`src/rtl/clk_stop_pkg.sv`:
```
package clk_stop_pkg;

  // Value after reset of the synchroniser stages (request idle high)
  localparam logic SYNC_RESET_VAL = 1'b1;
  // Value after reset of the trip latch
  localparam logic TRIP_RESET_VAL = 1'b0;
  // Nominal trip level, for reference only; the sensor compares internally
  localparam int TRIP_LEVEL_DEGC = 135;

  typedef enum logic [1:0] {
    ST_RUN = 2'b00,
    ST_ACK = 2'b01,
    ST_HALT = 2'b10,
    ST_RESUME = 2'b11
  } pm_state_t;

  // Value after reset of the stop-grant sequencer
  localparam pm_state_t STATE_RESET_VAL = ST_RUN;
  // Value after reset of the interrupt, service and snoop flags
  localparam logic FLAG_RESET_VAL = 1'b0;
  // Values after reset of the registered status outputs
  localparam logic ACK_RESET_VAL = 1'b0;
  localparam logic CORE_EN_RESET_VAL = 1'b1;
  localparam logic EXEC_RESET_VAL = 1'b1;

endpackage

```
`src/rtl/core_clock_stop_thermal_trip.sv`:
```
// Function
// (RULE1) Active halt request enters halt-grant state
// (RULE2) Issue acknowledge transaction on entering halt-grant
// (RULE3) Gate core clocks, keep bus and interrupt
// (RULE4) Keep snooping, capture interrupts while halted
// (RULE5) On release, restart clocks, resume, service interrupts
// (RULE6) Bus clock untouched; only core clocks gated
// (RULE7) Halt request is asynchronous to bus clock
// (RULE8) Two-stage synchroniser before state machine
// (RULE9) Over-temperature halts execution, asserts trip
// (RULE10) Trip and halt latched until reset
// (RULE11) No hysteresis; cool reset clears trip
// (RULE12) Still hot after reset re-trips
// (RULE13) System ignores trip output during reset
// (RULE14) Trip output active low, cleared by reset
module core_clock_stop_thermal_trip
  import clk_stop_pkg::*;
(
  input wire logic core_clk,
  input wire logic rst,
  input wire logic halt_request_n,
  input wire logic over_temp,
  input wire logic irq_in,
  input wire logic snoop_req,
  input wire logic ack_done,
  output logic ack_req,
  output logic core_clk_en,
  output logic bus_clk_en,
  output logic local_irq_ctrl_clk_en,
  output logic snoop_resp,
  output logic exec_en,
  output logic irq_pending,
  output logic irq_service,
  output logic overheat_trip_n
);

  logic req_meta_q;
  logic req_sync_q;
  logic req_meta_d;
  logic req_sync_d;
  pm_state_t state_q;
  pm_state_t state_d;
  logic trip_q;
  logic trip_d;
  logic irq_q;
  logic irq_d;
  logic snoop_q;
  logic snoop_d;
  logic irq_svc_q;
  logic irq_svc_d;
  // Registered status outputs and their next values
  logic ack_req_q;
  logic ack_req_d;
  logic core_en_q;
  logic core_en_d;
  logic run_d;
  logic exec_q;
  logic exec_d;
  logic trip_n_q;
  logic trip_n_d;

  // Synchroniser next values; first stage feeds only the second
  always_comb begin
    req_meta_d = halt_request_n; // [RULE7]
    req_sync_d = req_meta_q; // [RULE8]
  end

  always_ff @(posedge core_clk) begin
    if (rst) begin
      req_meta_q <= SYNC_RESET_VAL;
      req_sync_q <= SYNC_RESET_VAL;
    end else begin
      req_meta_q <= req_meta_d;
      req_sync_q <= req_sync_d;
    end
  end

  // Trip latch; sensor is sampled fresh after each reset, no hysteresis
  always_comb begin
    trip_d = trip_q | over_temp; // [RULE9] [RULE10] [RULE12]
  end

  always_ff @(posedge core_clk) begin
    if (rst) begin
      trip_q <= TRIP_RESET_VAL; // [RULE11] [RULE14]
    end else begin
      trip_q <= trip_d;
    end
  end

  // Stop-grant sequencing
  always_comb begin
    state_d = state_q;
    case (state_q)
      ST_RUN: begin
        if (!req_sync_q) begin
          state_d = ST_ACK; // [RULE1]
        end
      end
      ST_ACK: begin
        // Acknowledge must complete before core clocks stop
        if (ack_done) begin
          state_d = ST_HALT;
        end
      end
      ST_HALT: begin
        if (req_sync_q) begin
          state_d = ST_RESUME; // [RULE5]
        end
      end
      ST_RESUME: begin
        state_d = ST_RUN;
      end
      default: begin
        state_d = ST_RUN;
      end
    endcase
  end

  always_ff @(posedge core_clk) begin
    if (rst) begin
      state_q <= STATE_RESET_VAL;
    end else begin
      state_q <= state_d;
    end
  end

  // Interrupt capture on the ungated clock, so none is missed while halted
  always_comb begin
    irq_svc_d = 1'b0;
    irq_d = irq_q;
    // Service only once running again and not tripped
    if (state_q == ST_RUN && irq_q && !trip_q) begin
      irq_svc_d = 1'b1; // [RULE5]
      irq_d = 1'b0;
    end
    // New interrupt wins over the service clear so none is lost
    if (irq_in) begin
      irq_d = 1'b1; // [RULE4]
    end
  end

  always_ff @(posedge core_clk) begin
    if (rst) begin
      irq_q <= FLAG_RESET_VAL;
      irq_svc_q <= FLAG_RESET_VAL;
    end else begin
      irq_q <= irq_d;
      irq_svc_q <= irq_svc_d;
    end
  end

  // Snoop answer, one cycle late in every state including halt
  always_comb begin
    snoop_d = snoop_req; // [RULE4]
  end

  always_ff @(posedge core_clk) begin
    if (rst) begin
      snoop_q <= FLAG_RESET_VAL;
    end else begin
      snoop_q <= snoop_d;
    end
  end

  // Status decoded from the next state, so the registered copies
  // move on the same edge as the state and add no latency
  always_comb begin
    ack_req_d = 1'b0;
    core_en_d = 1'b1;
    run_d = 1'b0;
    case (state_d)
      ST_RUN: begin
        run_d = 1'b1; // [RULE5]
      end
      ST_ACK: begin
        ack_req_d = 1'b1; // [RULE2]
      end
      ST_HALT: begin
        core_en_d = 1'b0; // [RULE3]
      end
      ST_RESUME: begin
        core_en_d = 1'b1; // [RULE5]
      end
      default: begin
        core_en_d = 1'b1;
      end
    endcase
    // Latched trip overrides the sequencer; execution stays stopped
    exec_d = run_d && !trip_d; // [RULE9] [RULE10]
    trip_n_d = ~trip_d; // [RULE14]
  end

  always_ff @(posedge core_clk) begin
    if (rst) begin
      ack_req_q <= ACK_RESET_VAL;
      core_en_q <= CORE_EN_RESET_VAL;
      exec_q <= EXEC_RESET_VAL;
      trip_n_q <= ~TRIP_RESET_VAL; // [RULE14]
    end else begin
      ack_req_q <= ack_req_d;
      core_en_q <= core_en_d;
      exec_q <= exec_d;
      trip_n_q <= trip_n_d;
    end
  end

  // Outputs; bus and interrupt clock enables never drop
  assign ack_req = ack_req_q; // [RULE2]
  assign core_clk_en = core_en_q; // [RULE3]
  assign bus_clk_en = 1'b1; // [RULE3] [RULE6]
  assign local_irq_ctrl_clk_en = 1'b1; // [RULE3]
  assign snoop_resp = snoop_q;
  assign exec_en = exec_q; // [RULE9] [RULE10]
  assign irq_pending = irq_q;
  assign irq_service = irq_svc_q;
  assign overheat_trip_n = trip_n_q; // [RULE14]

endmodule // core_clock_stop_thermal_trip

```
`config.mk`:
```
export PLATFORM = sky130hd
export DESIGN_NAME = core_clock_stop_thermal_trip
export DESIGN_NICKNAME = d
export VERILOG_FILES = /design/src/rtl/clk_stop_pkg.sv /design/src/rtl/core_clock_stop_thermal_trip.sv
export SDC_FILE = /design/constraint.sdc
export NUM_CORES = 1
export LEC_CHECK = 0
export BUFFER_PORTS_ARGS = -buffer_cell sky130_fd_sc_hd__clkbuf_2
export CAP_MARGIN = 20
export CORE_AREA = 2 2 39 41
export CTS_CLUSTER_SIZE = 24
export DETAILED_ROUTE_END_ITERATION = 8
export DIE_AREA = 0 0 41 43
export GPL_TIMING_DRIVEN = 0
export PLACE_DENSITY = 0.55
export SKIP_CTS_REPAIR_TIMING = 1
export SYNTH_ARGS = -nofsm -noshare
export SYNTH_HDL_FRONTEND = slang
export SYNTH_SLANG_ARGS = --single-unit
```
`constraint.sdc`:
```
create_clock -name core_clk -period 1.4 [get_ports core_clk]
set_clock_uncertainty 0.2 [all_clocks]
set_input_delay 0.07 -clock core_clk [delete_from_list [all_inputs] [get_ports core_clk]]
set_output_delay 0.07 -clock core_clk [all_outputs]
set_load 0.02 [all_outputs]
```
==> metrics.md, run 1 <==
| Metric | Value |
|---|---|
| Antenna Cells | 0 |
| Setup TNS after final layout | 0 ns |
| CP max-delay cell | or3_4 |
| Vias per inst | 4.13 |
| Row cnt | 14 |
| Crit share post-route | 0.906 |
| Initial antenna violation count | 0 |
| Placed cell count | 67 |
| ANT nets after route | 0 |
| DR pass1 iterations | 2 |
| Sequential area share after synthesis | 0.568 |
| H-tree Lvls | 1 |
| Area growth syn-to-layout | 39.3% |
| Syn Area/Cell | approximately 11 um2 |
| Fillers | approximately 140 |
| CP startpoint | state_q[1] |
| Max VDD drop | about 630 uV |
| First-pass GRT wire length | 1120 um |
| Bufs and invs on worst path | 0 |
| Gpl congestion | 0.692 |
| Critical Path Sink Type | flop |
| DR iter-0 viols | 4 |
| Cell Area, Synth | around 420 um2 |
| Power Density | around 1100 nW/um2 |
| WS Path Type | flop to flop |
| Syn. warnings | 0 |
| R2r startpoint | state_q[1] |
| Routed wire per std cell | 9.18 um |
| MaxCap Viol Count | 0 |
| Maximum fanout along the worst path | 6 |
| Critical path's largest stage delay | ~0.42 ns |
| Fraction of layout cells with a size suffix above 1 | 0.433 |
| Hold Crit Class | flop to flop |
| Via count | ~310 |
| Final hold violation count | 0 |
| Final setup fails | 0 |
| Unrepaired setup endpoints after global routing | no |
| CTS tree | yes |
| Minimum clock period | 1.27 ns |
| Distinct cell type count after synthesis | 19 |
| Detail Placement HPWL | about 490 um |
| Crit-path leading delay family | simple AND/OR/NAND/NOR gates |
| HP Start | req_meta_q |
| Core area | 1380 um2 |
| Root Buffer | clkbuf_4 |
| Die H | 43 um |
| Final cell count without fillers | 76 |
| Most frequent cells in the layout | 12 x dfxtp_1, 12 x clkbuf_2, 6 x dlygate4sd3_1, 4 x nand2b_1 |
| Yosys reg bits | 12 |
| GR Util All Layers | 0.104 |
| Final Core Density | 0.426 |
| Drt drc | 0 |
| Vias in the first global route | about 280 |
| Die X | ~40 um |
| Sink Count | 12 |
| Clock transition at path regs | roughly 0.070 ns |
| Final slew viol count | 0 |
| Total congestion overflow | 0 |
| Die area | roughly 1800 um2 |
| P_leak | 0.261 nW |
| Ports | 16 |
| Fmax | 0.789 GHz |
| Number of port buffers | 12 |
| Status | completed |
| Nets | 69 |
| Startpoint Class | flop |
| Critical path, cell by cell | or3_4 > a21oi_2 > nor2_1 |
| Pin count of the biggest net entering global routing | 11 |
| Detailed Route WL | 698 um |
| Clock latency on the worst-skew pair | between 0.2 and 0.3 ns |
| CTS Buffer Depth | 2 |
| Num CTS Buffers | 3 |
| Synthesized instance count | 38 |
| WP data required | between 1 and 1.5 ns |
| Initial Util | 0.306 |
| CP Data Arrival Time | between 1 and 1.5 ns |
==> sequential cells by signal, indices dropped and copies added, names as in the netlist <==
| register | count |
|---|---|
| ack_req | 1 |
| core_clk_en | 1 |
| exec_en | 1 |
| irq_pending | 1 |
| irq_service | 1 |
| overheat_trip_n | 1 |
| req_meta_q | 1 |
| req_sync_q | 1 |
| snoop_resp | 1 |
| state_q | 2 |
| trip_q | 1 |
==> report_power, final <==
group / switching (W) / leakage [nW] / internal, W / total (W)
combinational: 0.0000517 / 0.148 / 0.0000519 / 0.000104
clock: 0.000101 / 0.0138 / 0.0000994 / 0.000201
sequential: 0.0000102 / 0.0993 / 0.000362 / 0.000373
total: 0.000163 / 0.261 / 0.000514 / 0.000677
==> cell usage after synthesis (all sizes together) <==
library cell | number | area [um2]
and2 | 1 | 6.26
or3 | 1 | 11.3
nand2b | 4 | 25.0
conb | 1 | 3.75
nor4b | 1 | 15.0
o21ai | 1 | 5.00
buf | 3 | 20.0
inv | 1 | 3.75
nor2 | 3 | 11.3
mux2 | 1 | 11.3
nand3b | 1 | 7.51
nor2b | 1 | 6.26
dfxtp | 12 | 240
a21oi | 3 | 18.8
a211oi | 1 | 12.5
or2 | 2 | 12.5
nor3b | 1 | 12.5
==> worst paths after layout <==
check	end	slack, ns	cells after the start
worst max register to register	irq_pending	0.13	3
worst max-delay path	irq_pending	0.13	3
worst min-delay path	req_sync_q	0.22	1
worst min register to register	req_sync_q	0.22	1
==> worst reg2reg max path, delay by kind of cell, from the launching register on <==
kind	cells	cell delay, ns
AND/OR/NAND/NOR	2	0.46
AO/OA/AOI/OAI	1	0.15
flip-flops	1	0.36
==> final cells by class <==
type,count,area [um2],share of cell area
buffer,3,20.0,0.0340
clock buffer,3,22.5,0.0382
inverter,1,3.75,0.00637
multi-input combinational,23,163,0.276
sequential,12,240,0.408
tap,16,20.0,0.0340
timing repair buffer,18,120,0.204
==> per-layer routing <==
| layer | track usage | up-vias | share of wire |
|---|---|---|---|
| met5 | 0 | - | 0 |
| met1 | 0.104 | 137 | 0.41 |
| met3 | 0.0995 | 2 | 0.10 |
| met2 | 0.134 | 11 | 0.47 |
| met4 | 0.0600 | 0 | 0.016 |
| li1 | - | 164 | - |
==> kinds of logic after synthesis <==
family	count (synthesis)	synth area share
compound gates	5	0.0858
buf+inv	4	0.0562
flops	12	0.568
mux	1	0.0266
other cells	1	0.00887
simple gates	15	0.254
==> per-stage QoR <==
step,worst slack (ns),power [W],hold slack [ns],area [um2]
global placement,0.150,0.000470,0.0519,507
detailed placement,0.138,0.000472,0.0653,507
global route,0.0772,0.000714,0.234,589
finish,0.132,0.000677,0.221,589
CTS,0.127,0.000674,-0.217,529
floorplan,0.195,0.000445,-0.0262,427
Note: power is estimated with default switching activity, not from simulation.
==> inputs of run 2 (changes only) <==
SETUP_SLACK_MARGIN = 0.2   (was default)
==> run 2 against run 1 <==
  * Via count decreased by 1.6%
  * Clock power increased by 34%
  * Sequential power about the same
  * Wire length decreased by 8.3%
  * Maximum frequency increased by 4.4%
  * Sequential cell count unchanged
  * Sequential share of layout area decreased by 0.81 points
==> metrics.md, run 2 (synthesis results as in run 1) <==
| Metric | Value |
|---|---|
| CP max-delay cell | dlygate4sd3_1 |
| Crit share post-route | 0.868 (-0.0379) |
| Pin count of the biggest net entering global routing | 11 (unchanged) |
| Hold slack final | 0.218 ns (-0.00222 ns) |
| Total congestion overflow | 0 (unchanged) |
| Core area | 1380 um2 (unchanged) |
| CTS tree | yes |
| Drt drc | 0 (unchanged) |
| Max FFs per register | 2 (unchanged) |
| Most frequent cells in the layout | 12 x clkbuf_2, 11 x dfxtp_1, 6 x dlygate4sd3_1, 4 x nand2b_1 |
| CTS Buffer Depth | 2 (unchanged) |
| Status | completed |
| Final worst slack | 0.185 ns (+0.0531 ns) |
| Unrepaired setup endpoints after global routing | yes |
| Bufs and invs on worst path | 2 (+2) |
| Commonest non-fill, non-tap cell in the layout | clkbuf_2 |
| Via count | 309 (-1.6%) |
| Gpl congestion | 0.655 (-5.3%) |
| Minimum clock period | 1.22 ns (-0.0531 ns) |
| DR pass1 iterations | 2 (unchanged) |
| Ports | 16 (unchanged) |
| Detail Placement HPWL | 457 um (-6.8%) |
| Critical path's largest stage delay | 0.57 ns (+0.15 ns) |
| Die area | 1760 um2 (unchanged) |
| CP Data Arrival Time | 1.18 ns (-0.05 ns) |
| Area growth syn-to-layout | 42.9% |
| Final hold violation count | 0 (unchanged) |
| Root Buffer | clkbuf_4 |
| Die H | 43 um (unchanged) |
| Fraction of layout cells with a size suffix above 1 | 0.459 (+0.0257) |
| Initial antenna violation count | 0 (unchanged) |
| Setup TNS after final layout | 0 ns (unchanged) |
| Number of port buffers | 12 (unchanged) |
| Row cnt | 14 (unchanged) |
| Power Density | 1230 nW/um2 (+7.4%) |
| Num CTS Buffers | 3 (unchanged) |
| Die X | 41 um (unchanged) |
| Detailed Route WL | 640 um (-8.3%) |
| Hold Crit Class | flop to flop |
| GR Util All Layers | 0.0989 (-0.00494) |
| Critical path, cell by cell | clkbuf_2 > dlygate4sd3_1 > mux2_2 > nand2b_1 > a211oi_2 |
| Vias in the first global route | 258 (-6.9%) |
| Fmax | 0.823 GHz (+4.4%) |
| Nets | 69 (unchanged) |
| Largest Register | state_q |
| Vias per inst | 4.01 (-2.9%) |
| Post-place setup slack | 0.178 ns (+0.0402 ns) |
| WS Path Type | input pin to flop |
| Final cell count without fillers | 77 (+1.3%) |
| Sink Count | 12 (unchanged) |
| Routed wire per std cell | 8.31 um (-9.5%) |
| Startpoint Class | input pin |
| Placed cell count | 67 (unchanged) |
| Max VDD drop | 913 uV (+45%) |
| Final slew viol count | 0 (unchanged) |
| H-tree Lvls | 1 (unchanged) |
| Maximum fanout along the worst path | 2 (-4) |
| Clock transition at path regs | 0.07 ns (about the same) |
| ANT nets after route | 0 (unchanged) |
| Initial Util | 0.306 (unchanged) |
| Total power | 0.000745 W (+10%) |
| Antenna Cells | 0 (unchanged) |
| P_leak | 0.268 nW (+2.7%) |
| MaxCap Viol Count | 0 (unchanged) |
| WP data required | 1.36 ns (about the same) |
| Crit-path leading delay family | buffers and inverters |
| Critical Path Sink Type | flop |
| First-pass GRT wire length | 1040 um (-7.3%) |
| Clock latency on the worst-skew pair | 0.27 ns (about the same) |
| DR iter-0 viols | 1 (-3) |
| Final setup fails | 0 (unchanged) |
-- run 2: per-layer routing --
metal	routed length [um]	track usage
met3	51	0.0785
met2	271	0.106
met1	288	0.111
met5	0	0
met4	29	0.100
-- run 2: through the flow --
stage          instance area, um2  utilization
5_1_grt                       604        0.437
2_1_floorplan                 427            -
4_1_cts                       543        0.392
6_report                      604        0.437
3_5_place_dp                  507        0.366
3_3_place_gp                  507        0.366
-- run 2: final timing paths --
path / start / cells past startpoint / end / slack [ns]
max: ack_done / 5 / exec_en / 0.18
min: req_meta_q / 1 / req_sync_q / 0.22
max reg2reg: state_q[0] / 3 / exec_en / 0.21
min reg2reg: req_meta_q / 1 / req_sync_q / 0.22
-- run 2: area by class of cell --
cell class	instances	area, um2
repair buffers	18	120
inverters	1	3.75
well taps	16	20.0
fillers	147	779
plain buffers	3	20.0
flip-flops and latches	12	241
clock buffers	4	36.3
multi-input cells	23	163
-- run 2: worst register-to-register path: cells and delay by family, from the launching register on --
family,cells,cell delay (ns)
simple gates,1,0.10
compound gates,1,0.07
mux,1,0.35
flops,1,0.36
-- run 2: power by group --
group          switching (W)  leakage, nW  total (W)  internal, W
Combinational      0.0000499        0.147   0.000102    0.0000521
Clock               0.000112       0.0210   0.000270     0.000158
Sequential         0.0000104       0.0997   0.000373     0.000363
Total               0.000172        0.268   0.000745     0.000573
==> inputs of run 3 (changes only) <==
ABC_AREA = 1   (was default)
PLACE_DENSITY = 0.56   (was 0.55)
==> run 3 against run 2 <==
  * Register-to-register slack better by 0.10 ns
  * Worst setup slack improved by 0.092 ns
  * Die area unchanged
  * Synthesized cell count increased by 24%
  * Sequential power about the same
  * Area after synthesis grew 3.8%
  * Sequential cell count unchanged
  * Critical endpoint is now req_meta_q
  * Clock power fell by 2%
  * First-iteration DRC count grew 100%
  * Highest routed layer unchanged
  * Largest cell class unchanged
==> metrics.md, run 3 <==
| Metric | Value |
|---|---|
| Clock transition at path regs | 0.07 ns (about the same) |
| Reg2reg end | ack_req |
| Yosys reg bits | 12 (unchanged) |
| Detailed Route WL | 696 um (+8.8%) |
| Status | completed |
| R2r startpoint | state_q[0] |
| DR iter-0 viols | 2 (+1) |
| Max FFs per register | 2 (unchanged) |
| Ys flop type | dfxtp_1 |
| Sink Count | 12 (unchanged) |
| Root Buffer | clkbuf_4 |
| Leading area contributor after synthesis | dfxtp_1 |
| Pin count of the biggest net entering global routing | 10 (-1) |
| Sequential Power Share | 0.502 (+0.002) |
| Post-synth top cells | 12 x dfxtp_1, 7 x inv_1, 3 x nand2_1, 3 x nand3_1, 3 x nor2_1 |
| FF-to-FF setup slack | 0.31 ns (+0.10 ns) |
| Power share of the clock group | 0.358 (-0.005) |
| Num CTS Buffers | 3 (unchanged) |
| Vias in the first global route | 248 (-3.9%) |
| P_leak | 0.311 nW (+16%) |
| Minimum clock period | 1.12 ns (-0.0920 ns) |
| Startpoint Class | input pin |
| Area growth syn-to-layout | 41.0% |
| Most frequent cells in the layout | 12 x dfxtp_1, 12 x clkbuf_2, 7 x inv_1, 6 x dlygate4sd3_1 |
| Initial antenna violation count | 0 (unchanged) |
| CTS Buffer Depth | 2 (unchanged) |
| Area contributors post-synth | dfxtp_1 55%, inv_1 6.0%, nand3_2 4.6% |
| Post-synth EDFFs | 0 (unchanged) |
| Fmax | 0.890 GHz (+8.2%) |
| GR Util All Layers | 0.0912 (-0.00770) |
| WS Path Type | input pin to flop |
| CP Data Arrival Time | 1.08 ns (-0.10 ns) |
| Sw Share | 0.233 (+0.00189) |
| Synthesized instance count | 47 (+24%) |
| Antenna Cells | 0 (unchanged) |
| Syn. warnings | 0 (unchanged) |
| Yosys top cell area share | 0.547 (-0.0210) |
| Initial Util | 0.317 (+0.0118) |
| Sequential area share after synthesis | 0.547 (-0.0210) |
| DR pass1 iterations | 2 (unchanged) |
| Core area | 1380 um2 (unchanged) |
| Distinct cell type count after synthesis | 19 (unchanged) |
| Max VDD drop | 423 uV (-54%) |
| Power Density | 1190 nW/um2 (-3.4%) |
| Area post-placement | 523 um2 (+3.2%) |
| Critical Path Sink Type | flop |
| Die area | 1760 um2 (unchanged) |
| Unrepaired setup endpoints after global routing | no |
| Detail Placement HPWL | 482 um (+5.4%) |
| Die H | 43 um (unchanged) |
| Die X | 41 um (unchanged) |
| Routed wire per std cell | 8.09 um (-2.6%) |
| CTS tree | yes |
| Clock latency on the worst-skew pair | 0.27 ns (about the same) |
| Row cnt | 14 (unchanged) |
| Hold endpoint | req_sync_q |
| Crit share post-route | 0.802 (-0.0657) |
| Drt drc | 0 (unchanged) |
| First-pass GRT wire length | 986 um (-4.7%) |
| Largest Register | state_q |
| Ys async rst share | 0 (unchanged) |
| Pint | 0.000566 W (-1.2%) |
| Number of port buffers | 12 (unchanged) |
| WP data required | 1.36 ns (about the same) |
| Maximum fanout along the worst path | 9 (+7) |
| Vias per inst | 3.79 (-5.5%) |
| H-tree Lvls | 1 (unchanged) |
| Total congestion overflow | 0 (unchanged) |
| Final hold violation count | 0 (unchanged) |
| HP Start | req_meta_q |
| Nets | 78 (+13%) |
| Fraction of layout cells with a size suffix above 1 | 0.443 (-0.0162) |
| Final slew viol count | 0 (unchanged) |
| Post-route cell area | 619 um2 (+2.5%) |
| Syn Area/Cell | 9.34 um2 (-16%) |
| NetSw | 0.000172 W (-0.19%) |
| Most common cell in the netlist | dfxtp_1 |
| Via count | 326 (+5.5%) |
| Ports | 16 (unchanged) |
| Setup TNS after final layout | 0 ns (unchanged) |
| Cell Area, Synth | 439 um2 (+3.8%) |
| MaxCap Viol Count | 0 (unchanged) |
| Gate power share | 0.140 (+0.003) |
| Final setup fails | 0 (unchanged) |
| ANT nets after route | 0 (unchanged) |
| Gpl congestion | 0.657 (+0.21%) |
| Hold Crit Class | flop to flop |
| Reg2Reg Depth | 5 (+2) |
| Worst Hold Depth | 1 (unchanged) |
==> run 3: changes by cell type in the layout (fill, tap and decap cells not counted), moves of 2 or more <==
cell,delta
nand3_2,+2
nand3_1,+3
nand2_1,+3
inv_2,+2
nand2b_1,-4
inv_1,+6
nand2_2,+2
==> run 3: worst max-delay path by stage <==
| stage | to | slack (ns) | cells past startpoint | startpoint |
|---|---|---|---|---|
| 2_1_floorplan | state_q[0] | 0.39 | 5 | state_q[0] |
| 3_3_place_gp | state_q[0] | 0.33 | 5 | state_q[1] |
| 3_5_place_dp | ack_req | 0.32 | 5 | state_q[0] |
| 4_1_cts | ack_req | 0.31 | 5 | state_q[0] |
| 5_1_grt | state_q[0] | 0.24 | 7 | ack_done |
| 6_report | req_meta_q | 0.28 | 3 | rst |
==> run 3: per-stage QoR <==
stage	utilization	std cells	total power, W	setup slack (ns)	hold WS (ns)
floorplan	-	48	0.000444	0.393	-0.0262
global placement	0.378	76	0.000469	0.330	0.0548
detailed placement	0.378	76	0.000470	0.325	0.0565
CTS	0.404	80	0.000736	0.312	-0.225
global route	0.448	86	0.000778	0.236	0.225
finish	0.448	86	0.000738	0.277	0.213
==> run 3: critical path, cell delays in order <==
cell           delay (ns)
dlygate4sd3_1        0.53
buf_2                0.18
or2_2                0.30
==> run 3: kinds of logic after synthesis <==
family / share of synthesized area
and+or+nand+nor: 0.254
DFF: 0.547
buffers and inverters: 0.123
AOI/OAI and AO/OA: 0.0684
other: 0.00854
==> run 3: area by class of cell <==
type	instances	area, um2
Buffer	3	20.0
Clock buffer	4	36.3
Fill cell	134	764
Inverter	9	33.8
Multi-Input combinational cell	24	149
Sequential cell	12	240
Tap cell	16	20.0
Timing Repair Buffer	18	120
==> run 3: metal layers <==
metal	vias to the layer above	routed length, um	GRT usage
met5	-	0	0
met4	0	15	0.100
met3	4	29	0.0314
met2	10	336	0.109
met1	128	314	0.113
li1	184	-	-
==> run 3: power groups by stage <==
stage               sequential, W  combinational [W]  clock, W
finish                   0.000370           0.000104  0.000264
global route             0.000373           0.000114  0.000291
global placement         0.000378          0.0000905         0
CTS                      0.000370          0.0000917  0.000274
detailed placement       0.000378          0.0000913         0
floorplan                0.000394          0.0000494         0
